==> src/rtl/fpau_consts.svh <==
// constant definitions for the fixed-point arithmetic unit
`ifndef FPAU_CONSTS_SVH
`define FPAU_CONSTS_SVH

// ========================================
// widths
`define FPAU_WORD_W      24
`define FPAU_CNT_W       6

// ========================================
// step counts loaded into the shift counter, and the scale count limit
`define FPAU_MUL_STEPS   6'h0c
`define FPAU_DIV_STEPS   6'h18
`define FPAU_SCALE_MAX   6'h17

// ========================================
// instruction register field positions
`define FPAU_IR_ADDR_LSB 0
`define FPAU_IR_ADDR_MSB 13
`define FPAU_IR_F_LSB    18
`define FPAU_IR_F_MSB    22

// ========================================
// timing, in nanoseconds, and clock period
`define FPAU_CLK_NS      100
`define FPAU_ADD_NS      4000
`define FPAU_MUL_NS      12000
`define FPAU_DIV_NS      22000
`define FPAU_ADD_CYC     (`FPAU_ADD_NS / `FPAU_CLK_NS)
`define FPAU_MUL_CYC     (`FPAU_MUL_NS / `FPAU_CLK_NS)
`define FPAU_DIV_CYC     (`FPAU_DIV_NS / `FPAU_CLK_NS)

// ========================================
// reset values
`define FPAU_RST_WORD    24'h000000
`define FPAU_RST_CNT     6'h00

`endif

==> src/rtl/fpau_pkg.sv <==
// type definitions for the fixed-point arithmetic unit
package fpau_pkg;

  typedef enum logic [3:0] {
    FPAU_OP_LOAD_A,
    FPAU_OP_LOAD_Q,
    FPAU_OP_ADD,
    FPAU_OP_SUB,
    FPAU_OP_MUL,
    FPAU_OP_DIV,
    FPAU_OP_AND,
    FPAU_OP_OR,
    FPAU_OP_XOR,
    FPAU_OP_SHIFT_A,
    FPAU_OP_SHIFT_AQ,
    FPAU_OP_SCALE,
    FPAU_OP_INDEX,
    FPAU_OP_STORE_A,
    FPAU_OP_STORE_Q,
    FPAU_OP_LOAD_IR
  } fpau_op_t;

  typedef enum logic [1:0] {
    FPAU_SH_LEFT_OPEN,
    FPAU_SH_LEFT_CLOSED,
    FPAU_SH_RIGHT_OPEN,
    FPAU_SH_RIGHT_CLOSED
  } fpau_shift_t;

  typedef enum logic [2:0] {
    FPAU_ST_IDLE,
    FPAU_ST_WAIT,
    FPAU_ST_STEP,
    FPAU_ST_DONE
  } fpau_state_t;

endpackage

==> src/rtl/fpau_core.sv <==
// arithmetic datapath: accumulator, mq register, transient register, shift counter
`include "fpau_consts.svh"

// Functional notes
// RULE1 - words are 24-bit two's complement fixed point
// RULE2 - except multiply, one operand is in the accumulator beforehand
// RULE3 - add and subtract leave sum or difference in the accumulator
// RULE4 - multiply leaves high product in accumulator, low half in mq
// RULE5 - divide leaves remainder in accumulator; logic ops act on accumulator
// RULE6 - accumulator shifts left or right, circular or end-off
// RULE7 - multiply shifts multiplier right two places, inspecting three low bits
// RULE8 - low partial product bits shift into mq each multiply step
// RULE9 - mq holds low dividend first, then quotient with sign at msb
// RULE10 - accumulator and mq shift together as one 48-bit register
// RULE11 - transient register holds memory operand and index modifier
// RULE12 - transient register carries every word to and from memory; stores here go from acc, mq or counter straight to wdata_q
// RULE13 - a 6-bit counter governs multiply, divide and shift step counts
// RULE14 - scale leaves shift count in counter and writes it to memory
// RULE15 - instruction register feeds decoders and address adder
// RULE16 - add 4.0 us, multiply 12.0 us, divide 22.0 us in total
// RULE17 - counter preloaded, decremented per step, operation ends at zero; scale here counts up from zero until acc bits 23 and 22 differ or FPAU_SCALE_MAX
module fpau_core #(
  parameter int W   = `FPAU_WORD_W,
  parameter int NW  = `FPAU_CNT_W
) (
  input  wire logic               clk,
  input  wire logic               sys_rst,
  input  wire logic               start,
  input  wire fpau_pkg::fpau_op_t op,
  input  wire fpau_pkg::fpau_shift_t shift_mode,
  input  wire logic [NW-1:0]      shift_count,
  input  wire logic [W-1:0]       mem_rdata,
  output logic                    busy,
  output logic                    done,
  output logic                    mem_we,
  output logic [W-1:0]            mem_wdata,
  output logic [W-1:0]            acc,
  output logic [W-1:0]            mq,
  output logic [NW-1:0]           shift_cnt,
  output logic [4:0]              func_code,
  output logic [3:0]              desig,
  output logic [13:0]             eff_addr,
  output logic                    addr_carry
);

  // ========================================
  // state
  fpau_pkg::fpau_state_t state_q;
  fpau_pkg::fpau_op_t    op_q;
  fpau_pkg::fpau_shift_t mode_q;
  logic [W-1:0]          a_q;
  logic [W-1:0]          q_q;
  logic [W-1:0]          d_q;
  logic [W-1:0]          ir_q;
  logic [NW-1:0]         n_q;
  logic                  rem_neg_q;
  logic                  mem_we_q;
  logic [W-1:0]          wdata_q;
  logic                  done_q;
  logic [14:0]           ea_q;
  logic                  pace_load;
  logic                  pace_exp;
  logic [7:0]            pace_cycles;

  // ========================================
  // helpers
  function automatic logic [W+1:0] booth_term(input logic [2:0] bits, input logic [W-1:0] m);
    logic [W+1:0] mx;
    mx = {{2{m[W-1]}}, m};
    unique case (bits)
      3'h1, 3'h2: booth_term = mx;
      3'h3:       booth_term = mx << 1;
      3'h4:       booth_term = -(mx << 1);
      3'h5, 3'h6: booth_term = -mx;
      default:    booth_term = '0;
    endcase
  endfunction

  function automatic logic [W-1:0] shift_one(input logic [W-1:0] v, input fpau_pkg::fpau_shift_t m);
    unique case (m)
      fpau_pkg::FPAU_SH_LEFT_OPEN:    shift_one = {v[W-2:0], 1'b0};
      fpau_pkg::FPAU_SH_LEFT_CLOSED:  shift_one = {v[W-2:0], v[W-1]};
      fpau_pkg::FPAU_SH_RIGHT_OPEN:   shift_one = {v[W-1], v[W-1:1]};
      fpau_pkg::FPAU_SH_RIGHT_CLOSED: shift_one = {v[0], v[W-1:1]};
    endcase
  endfunction

  // ========================================
  // multiply step: radix-4 recoding of two low mq bits plus carried bit
  logic          mbit_q;
  logic [W+1:0]  pp_sum;
  logic [W+1:0]  pp_ext;
  always_comb begin
    pp_ext = {{2{a_q[W-1]}}, a_q};
    pp_sum = pp_ext + booth_term({q_q[1:0], mbit_q}, d_q); // see RULE7
  end

  // divide step: restoring on magnitudes, signs fixed at the end
  logic [W:0] div_diff;
  always_comb begin
    div_diff = {1'b0, a_q[W-2:0], q_q[W-1]} - {1'b0, (d_q[W-1] ? -d_q : d_q)};
  end

  // ========================================
  // sequencing
  always_ff @(posedge clk) begin
    if (sys_rst) begin
      state_q <= fpau_pkg::FPAU_ST_IDLE;
      op_q    <= fpau_pkg::FPAU_OP_LOAD_A;
      mode_q  <= fpau_pkg::FPAU_SH_LEFT_OPEN;
    end else begin
      unique case (state_q)
        fpau_pkg::FPAU_ST_IDLE: if (start) begin
          op_q    <= op;
          mode_q  <= shift_mode;
          state_q <= fpau_pkg::FPAU_ST_STEP;
        end
        fpau_pkg::FPAU_ST_STEP: if ((op_q != fpau_pkg::FPAU_OP_SCALE && n_q == '0) ||
            op_q inside {fpau_pkg::FPAU_OP_LOAD_A,
            fpau_pkg::FPAU_OP_LOAD_Q, fpau_pkg::FPAU_OP_ADD, fpau_pkg::FPAU_OP_SUB,
            fpau_pkg::FPAU_OP_AND, fpau_pkg::FPAU_OP_OR, fpau_pkg::FPAU_OP_XOR,
            fpau_pkg::FPAU_OP_INDEX, fpau_pkg::FPAU_OP_STORE_A, fpau_pkg::FPAU_OP_STORE_Q,
            fpau_pkg::FPAU_OP_LOAD_IR} ||
            (op_q == fpau_pkg::FPAU_OP_SCALE &&
             (a_q[W-1] != a_q[W-2] || n_q == `FPAU_SCALE_MAX))) begin
          state_q <= fpau_pkg::FPAU_ST_WAIT; // see RULE17
        end
        fpau_pkg::FPAU_ST_WAIT: if (pace_exp) begin
          state_q <= fpau_pkg::FPAU_ST_DONE; // see RULE16
        end
        fpau_pkg::FPAU_ST_DONE: state_q <= fpau_pkg::FPAU_ST_IDLE;
      endcase
    end
  end

  // pacing: total time from start, fetch time included in the figure
  always_comb begin
    unique case (op)
      fpau_pkg::FPAU_OP_MUL: pace_cycles = 8'(`FPAU_MUL_CYC - 2);
      fpau_pkg::FPAU_OP_DIV: pace_cycles = 8'(`FPAU_DIV_CYC - 2);
      default:               pace_cycles = 8'(`FPAU_ADD_CYC - 2);
    endcase
  end
  assign pace_load = start && state_q == fpau_pkg::FPAU_ST_IDLE;

  fpau_pace #(.CNT_W(8)) u_pace (
    .clk     (clk),
    .sys_rst (sys_rst),
    .load    (pace_load),
    .cycles  (pace_cycles),
    .expired (pace_exp)
  );

  // ========================================
  // transient and instruction registers
  always_ff @(posedge clk) begin
    if (sys_rst) begin
      d_q <= `FPAU_RST_WORD;
    end else if (pace_load) begin
      d_q <= mem_rdata; // see RULE11 see RULE12
    end
  end

  always_ff @(posedge clk) begin
    if (sys_rst) begin
      ir_q <= `FPAU_RST_WORD;
    end else if (state_q == fpau_pkg::FPAU_ST_STEP && op_q == fpau_pkg::FPAU_OP_LOAD_IR) begin
      ir_q <= d_q; // see RULE15
    end
  end

  // index modifier in the transient register is added to the address field
  always_ff @(posedge clk) begin
    if (sys_rst) begin
      ea_q <= '0;
    end else if (state_q == fpau_pkg::FPAU_ST_STEP && op_q == fpau_pkg::FPAU_OP_INDEX) begin
      ea_q <= {1'b0, ir_q[`FPAU_IR_ADDR_MSB:`FPAU_IR_ADDR_LSB]} + {1'b0, d_q[13:0]}; // see RULE11 see RULE15
    end
  end

  // ========================================
  // shift counter
  always_ff @(posedge clk) begin
    if (sys_rst) begin
      n_q <= `FPAU_RST_CNT;
    end else if (pace_load) begin
      unique case (op)
        fpau_pkg::FPAU_OP_MUL:   n_q <= `FPAU_MUL_STEPS; // see RULE13 see RULE17
        fpau_pkg::FPAU_OP_DIV:   n_q <= `FPAU_DIV_STEPS;
        fpau_pkg::FPAU_OP_SCALE: n_q <= `FPAU_RST_CNT;
        default:                 n_q <= shift_count;
      endcase
    end else if (state_q == fpau_pkg::FPAU_ST_STEP) begin
      if (op_q == fpau_pkg::FPAU_OP_SCALE) begin
        if (a_q[W-1] == a_q[W-2] && n_q != `FPAU_SCALE_MAX) begin
          n_q <= n_q + 1'b1; // see RULE14
        end
      end else if (n_q != '0) begin
        n_q <= n_q - 1'b1; // see RULE17
      end
    end
  end

  // ========================================
  // accumulator and mq
  logic step_en;
  assign step_en = state_q == fpau_pkg::FPAU_ST_STEP;

  always_ff @(posedge clk) begin
    if (sys_rst) begin
      a_q       <= `FPAU_RST_WORD;
      q_q       <= `FPAU_RST_WORD;
      mbit_q    <= 1'b0;
      rem_neg_q <= 1'b0;
    end else if (pace_load && op == fpau_pkg::FPAU_OP_MUL) begin
      a_q    <= `FPAU_RST_WORD; // see RULE2
      mbit_q <= 1'b0;
    end else if (pace_load && op == fpau_pkg::FPAU_OP_DIV) begin
      rem_neg_q <= a_q[W-1];
      // take magnitudes of the 48-bit dividend
      {a_q, q_q} <= a_q[W-1] ? -{a_q, q_q} : {a_q, q_q}; // see RULE9
    end else if (step_en) begin
      unique case (op_q)
        fpau_pkg::FPAU_OP_LOAD_A: a_q <= d_q;
        fpau_pkg::FPAU_OP_LOAD_Q: q_q <= d_q;
        fpau_pkg::FPAU_OP_ADD:    a_q <= a_q + d_q; // see RULE1 see RULE3
        fpau_pkg::FPAU_OP_SUB:    a_q <= a_q - d_q; // see RULE3
        fpau_pkg::FPAU_OP_AND:    a_q <= a_q & d_q; // see RULE5
        fpau_pkg::FPAU_OP_OR:     a_q <= a_q | d_q;
        fpau_pkg::FPAU_OP_XOR:    a_q <= a_q ^ d_q;
        fpau_pkg::FPAU_OP_MUL: if (n_q != '0) begin
          // arithmetic shift of the new partial product by two into mq
          {a_q, q_q} <= {pp_sum[W+1:2], pp_sum[1:0], q_q[W-1:2]}; // see RULE4 see RULE7 see RULE8
          mbit_q     <= q_q[1];
        end
        fpau_pkg::FPAU_OP_DIV: begin
          if (n_q != '0) begin
            if (!div_diff[W]) begin
              {a_q, q_q} <= {div_diff[W-1:0], q_q[W-2:0], 1'b1}; // see RULE9
            end else begin
              {a_q, q_q} <= {a_q[W-2:0], q_q[W-1], q_q[W-2:0], 1'b0};
            end
          end else begin
            // fix signs: quotient sign lands in mq msb, remainder follows dividend
            q_q <= (rem_neg_q ^ d_q[W-1]) ? -q_q : q_q; // see RULE9
            a_q <= rem_neg_q ? -a_q : a_q; // see RULE5
          end
        end
        fpau_pkg::FPAU_OP_SHIFT_A: if (n_q != '0) begin
          a_q <= shift_one(a_q, mode_q); // see RULE6
        end
        fpau_pkg::FPAU_OP_SHIFT_AQ: if (n_q != '0) begin
          unique case (mode_q)
            fpau_pkg::FPAU_SH_LEFT_OPEN:    {a_q, q_q} <= {a_q[W-2:0], q_q, 1'b0}; // see RULE10
            fpau_pkg::FPAU_SH_LEFT_CLOSED:  {a_q, q_q} <= {a_q[W-2:0], q_q, a_q[W-1]};
            fpau_pkg::FPAU_SH_RIGHT_OPEN:   {a_q, q_q} <= {a_q[W-1], a_q, q_q[W-1:1]};
            fpau_pkg::FPAU_SH_RIGHT_CLOSED: {a_q, q_q} <= {q_q[0], a_q, q_q[W-1:1]};
          endcase
        end
        fpau_pkg::FPAU_OP_SCALE: if (a_q[W-1] == a_q[W-2] && n_q != `FPAU_SCALE_MAX) begin
          a_q <= {a_q[W-2:0], 1'b0}; // see RULE14
        end
        default: ;
      endcase
    end
  end

  // ========================================
  // memory write path: accumulator, mq or shift counter straight into wdata_q
  always_ff @(posedge clk) begin
    if (sys_rst) begin
      mem_we_q <= 1'b0;
      wdata_q  <= `FPAU_RST_WORD;
    end else begin
      mem_we_q <= 1'b0;
      if (state_q == fpau_pkg::FPAU_ST_WAIT && pace_exp) begin
        unique case (op_q)
          fpau_pkg::FPAU_OP_SCALE: begin
            mem_we_q <= 1'b1;
            wdata_q  <= {{(W-NW){1'b0}}, n_q}; // see RULE14
          end
          fpau_pkg::FPAU_OP_STORE_A: begin
            mem_we_q <= 1'b1;
            wdata_q  <= a_q; // see RULE12
          end
          fpau_pkg::FPAU_OP_STORE_Q: begin
            mem_we_q <= 1'b1;
            wdata_q  <= q_q;
          end
          default: ;
        endcase
      end
    end
  end

  always_ff @(posedge clk) begin
    if (sys_rst) begin
      done_q <= 1'b0;
    end else begin
      done_q <= state_q == fpau_pkg::FPAU_ST_WAIT && pace_exp;
    end
  end

  // ========================================
  // outputs
  assign busy       = state_q != fpau_pkg::FPAU_ST_IDLE;
  assign done       = done_q;
  assign mem_we     = mem_we_q;
  assign mem_wdata  = wdata_q;
  assign acc        = a_q;
  assign mq         = q_q;
  assign shift_cnt  = n_q;
  assign func_code  = ir_q[`FPAU_IR_F_MSB:`FPAU_IR_F_LSB]; // see RULE15
  assign desig      = ir_q[17:14];
  assign eff_addr   = ea_q[13:0];
  assign addr_carry = ea_q[14];

  // ========================================
  // checks
  add_result_a: assert property (@(posedge clk) disable iff (sys_rst) // see RULE3
    step_en && op_q == fpau_pkg::FPAU_OP_ADD |=> a_q == $past(a_q) + $past(d_q))
    else $error("add result wrong");
  sub_result_a: assert property (@(posedge clk) disable iff (sys_rst) // see RULE3
    step_en && op_q == fpau_pkg::FPAU_OP_SUB |=> a_q == $past(a_q) - $past(d_q))
    else $error("sub result wrong");
  mul_load_a: assert property (@(posedge clk) disable iff (sys_rst) // see RULE13
    pace_load && op == fpau_pkg::FPAU_OP_MUL |=> n_q == `FPAU_MUL_STEPS)
    else $error("multiply count not loaded");
  div_load_a: assert property (@(posedge clk) disable iff (sys_rst) // see RULE13
    pace_load && op == fpau_pkg::FPAU_OP_DIV |=> n_q == `FPAU_DIV_STEPS)
    else $error("divide count not loaded");
  add_time_a: assert property (@(posedge clk) disable iff (sys_rst) // see RULE16
    pace_load && op == fpau_pkg::FPAU_OP_ADD |-> ##40 done)
    else $error("add time wrong");
  mul_time_a: assert property (@(posedge clk) disable iff (sys_rst) // see RULE16
    pace_load && op == fpau_pkg::FPAU_OP_MUL |-> ##120 done)
    else $error("multiply time wrong");
  div_time_a: assert property (@(posedge clk) disable iff (sys_rst) // see RULE16
    pace_load && op == fpau_pkg::FPAU_OP_DIV |-> ##220 done)
    else $error("divide time wrong");
  count_down_a: assert property (@(posedge clk) disable iff (sys_rst) // see RULE17
    step_en && op_q == fpau_pkg::FPAU_OP_SHIFT_A && n_q != '0 |=> n_q == $past(n_q) - 1'b1)
    else $error("shift count not decremented");
  scale_store_a: assert property (@(posedge clk) disable iff (sys_rst) // see RULE14
    mem_we && op_q == fpau_pkg::FPAU_OP_SCALE |-> mem_wdata[NW-1:0] == n_q)
    else $error("scale count not stored");
  ir_load_a: assert property (@(posedge clk) disable iff (sys_rst) // see RULE15
    step_en && op_q == fpau_pkg::FPAU_OP_LOAD_IR |=> ir_q == $past(d_q))
    else $error("instruction register not loaded");

endmodule

==> src/rtl/fpau_pace.sv <==
// cycle pacing counter that stretches an operation to its documented time
`include "fpau_consts.svh"

module fpau_pace #(
  parameter int CNT_W = 8
) (
  input  wire logic             clk,
  input  wire logic             sys_rst,
  input  wire logic             load,
  input  wire logic [CNT_W-1:0] cycles,
  output logic                  expired
);

  logic [CNT_W-1:0] cnt_q;

  // counts down from the requested total; expired is high when idle
  always_ff @(posedge clk) begin
    if (sys_rst) begin
      cnt_q <= '0;
    end else if (load) begin
      cnt_q <= cycles;
    end else if (cnt_q != '0) begin
      cnt_q <= cnt_q - 1'b1;
    end
  end

  assign expired = (cnt_q == '0) && !load;

endmodule

==> config.mk <==
export PLATFORM = sky130hd
export DESIGN_NAME = fpau_core
export DESIGN_NICKNAME = d
export VERILOG_FILES = /design/src/rtl/fpau_pkg.sv /design/src/rtl/fpau_core.sv /design/src/rtl/fpau_pace.sv
export VERILOG_INCLUDE_DIRS = /design/src /design/src/rtl
export SDC_FILE = /design/constraint.sdc
export NUM_CORES = 1
export LEC_CHECK = 0
export BUFFER_PORTS_ARGS = -buffer_cell sky130_fd_sc_hd__buf_2
export CAP_MARGIN = 10
export CORE_MARGIN = 5
export CORE_UTILIZATION = 57
export DETAILED_ROUTE_END_ITERATION = 10
export PLACE_DENSITY_LB_ADDON = 0.1
export SYNTH_ARGS = -nofsm -noshare
export SYNTH_HDL_FRONTEND = slang
export SYNTH_SLANG_ARGS = --single-unit
==> constraint.sdc <==
create_clock -name clk -period 5.25 [get_ports clk]
set_clock_uncertainty 0.15 [all_clocks]
set_input_delay 1.05 -clock clk [delete_from_list [all_inputs] [get_ports clk]]
set_output_delay 1.05 -clock clk [all_outputs]
set_load 0.005 [all_outputs]
==> results.py <==
metrics = {
    "status": {
        "outcome": "complete, but fails checks",
        "violations": "design-rule violations",
    },
    "worst_setup_path": {
        "r2r_cells": 18,
        "crit_type": "reg -> reg",
        "cp.arrival_ns": 5.29,
        "worst_setup_path_start_kind": "flop",
        "regToRegSetupSlack_ns": 0.17,
        "worstPathRequired_ns": 5.46,
        "crit_path_end_kind": "flop",
        "crit_fanout": 7,
    },
    "routing": {
        "vias_per_cell": 6.91,
        "vias": 21100,
        "drc": 1,
        "wl_per_cell_um": 25.0,
        "drt_wl_total_um": 76300,
        "drt_pre_antenna_iters": 11,
        "ant_nets": 0,
        "drt-initial-drc-count": 3343,
    },
    "clocking": {
        "htree_levels": 4,
        "cts_tree": "done",
        "cts_sinks": 160,
        "clockBufferDepth": 2,
        "root_buffer": "clkbuf_16",
        "numCtsBuffers": 17,
        "clkTransAtPathRegs_ns": 0.07,
        "hold_buffers": 0,
        "worstSkewPairLatency_ns": 0.47,
    },
    "global_routing": {
        "grt_pass1_wl_um": 114000,
        "use_met1_pct": 53.8,
        "grt-busiest-layer": "met2",
        "antenna_found_initial": 0,
        "met3_usage_pct": 12.4,
        "track_usage_pct": 40.5,
        "grt_pass1_vias": 19300,
        "met2_usage_pct": 58.6,
        "grt_max_degree": 91,
        "gr-total-overflow": 0,
    },
    "synthesis": {
        "synth-seq-cells": 160,
        "synthTopCellsByCount": "nand2_1, a21oi_1, clkbuf_1, nor2_1, o21ai_0",
        "synthFlopType": "dfxtp_1",
        "synth_edf_count": 0,
        "netlist_instances": 2604,
        "synthesis.nets": 2799,
        "synth_top_area_share_pct": 17.5,
        "synth_area_um2": 18300,
        "avgSynthCellArea_um2": 7.04,
        "synth_area_leaders": "dfxtp_1, ha_1, nand2_1",
        "synth.yosys.seq_area_share_pct": 17.5,
        "yosysMostFrequentCell": "nand2_1",
        "ys_types": 89,
        "yosys_warnings": 0,
        "synth_top_area_cell": "dfxtp_1",
        "synthArstFlopShare_pct": 0,
    },
    "floorplanning": {
        "initial_core_util_pct": 57.9,
        "dieArea_um2": 35800,
        "top_level_ports": 144,
        "die_w_um": 189,
        "die_h_um": 189,
        "core.rowCount": 65,
        "coreArea_um2": 31600,
    },
    "cells_and_area": {
        "area_growth_pct": 9.68,
        "finalNetCount": 2836,
        "fillCellCount": 2954,
        "drive_above_1_share_pct": 12.9,
        "regArea_um2": 3200,
        "design_area_um2": 20100,
        "multi_input_area_um2": 13900,
        "antenna_cells": 0,
    },
    "sta": {
        "worst_slack_ns": 0.170,
        "rsz0062_at_grt": "yes",
        "layout_min_cycle_time_ns": 5.08,
        "relSlewSlack_pct": 13.6,
        "fmax_mhz": 197,
        "slew_viol_final": 0,
        "tightest_slew_ns": 1.30,
        "holdWs_ns": 0.305,
        "finalSetupViolCount": 0,
        "hold_viol": 0,
        "finalCritPeriodShare_pct": 96.8,
    },
    "min_path": {
        "worstHoldPathType": "reg -> reg",
        "holdPathStages": 2,
    },
    "place": {
        "portBuffers": 143,
        "hpwlAfterDp_um": 56900,
        "dp_slack_ns": 0.0846,
        "gp_congestion": 1.09,
        "place_area_um2": 19400,
    },
    "power": {
        "max-vdd-ir-drop_uv": 335,
        "leakage_nw": 8.23,
        "power_density_nw_per_um2": 615,
    },
    "flow_run": {
        "cap_violations": 0,
    },
}
-- cells by family after synthesis --
logic type	share of synthesized area, %
DFF	17.5
AOI/OAI and AO/OA	31.3
adders and majority gates	10.9
and+or+nand+nor	21.8
xor gates and xnor gates	8.55
buffers and inverters	7.12
muxes	2.80
-- where the power goes --
part | total [mW] | leakage (nW) | switching, mW | internal, mW
combinational | 9.15 | 6.61 | 5.71 | 3.43
clock | 1.48 | 0.321 | 0.600 | 0.877
sequential | 1.75 | 1.30 | 0.360 | 1.39
total | 12.4 | 8.23 | 6.67 | 5.70
-- per-stage QoR --
step,power [mW],TNS (ns),std cells,utilization (%)
final,12.4,0,3055,63.5
after global routing,13.0,-0.0622,3055,63.5
after CTS,12.0,0,3055,63.5
after detailed placement,10.5,0,3024,61.4
after global placement,10.4,0,3024,61.4
after floorplan,7.92,0,2604,-
-- per-layer routing --
metal  part of all wire [%]  vias up  wire length [um]
li1                       -     9550                 -
met1                     39     9658             29500
met2                     40     1600             30600
met3                     14      303             11000
met4                    6.8        0              5180
met5                      0        -                 0
-- worst paths after layout --
kind	from	to
worst max-delay path	d_q[0]	acc[21]
worst min-delay path	ea_q[7]	ea_q[7]
worst max register to register	d_q[0]	acc[21]
worst min register to register	ea_q[7]	ea_q[7]
-- cell type report --
type | instances | share of cell area [%]
clock buffers | 21 | 2.29
clock inverters | 10 | 0.977
inverters | 94 | 1.76
multi-input cells | 2119 | 68.9
flip-flops and latches | 160 | 15.9
well taps | 402 | 2.50
repair buffers | 249 | 7.59
-- cells in the final DEF, fill, tap and decap left out, types with 16 or more instances in the layout --
cell type  instances
buf_2            142
nand2_1          361
o22ai_1           22
a31oi_1           38
mux2i_1           40
a222oi_1          16
a221oi_1          37
o21a_1            19
o21ai_0          168
nand3_1           58
inv_1             88
ha_1             151
dfxtp_1          159
o211ai_1          34
a211oi_1          72
buf_4            106
a21o_1            31
o221ai_1          22
and2_1            23
nor3_1            48
a22oi_1           42
nand2b_1          22
xor2_1            30
nor2b_1           17
nor2_1           184
or3_1             35
clkbuf_16         17
xnor2_1          149
a21oi_1          248
o31ai_1           18
nand4_1           16
-- registers in the layout (all words and copies together), names as in the netlist --
| name | count |
|---|---|
| state_q | 2 |
| op_q | 4 |
| mode_q | 2 |
| ea_q | 15 |
| mem_we | 1 |
| u_pace.cnt_q | 8 |
| mem_wdata | 24 |
| d_q | 24 |
| rem_neg_q | 1 |
| mbit_q | 1 |
| mq | 24 |
| shift_cnt | 6 |
| acc | 24 |
| ir_q | 23 |
| done | 1 |
-- repair_timing --
item | in CTS | in global routing
buffers inserted | 0 | 0
setup endpoints to repair | 0 | 10
endpoints found under the hold margin | 0 | 0
resized for setup | 0 | 6
-- critical path, cell delays in order, from the launching register on --
cell	delay (ns)
dfxtp_1	0.31
inv_1	0.11
ha_1	0.18
or3b_4	0.43
or3_4	0.40
or3_1	0.41
nand2_1	0.11
xnor2_1	0.26
ha_1	0.41
a21o_1	0.25
a31oi_1	0.29
o211ai_1	0.16
and3_1	0.20
a2111oi_1	0.37
buf_4	0.19
xnor2_1	0.06
o211ai_1	0.31
o2111ai_1	0.17
o21a_1	0.19
(Power assumes the default switching activity.)
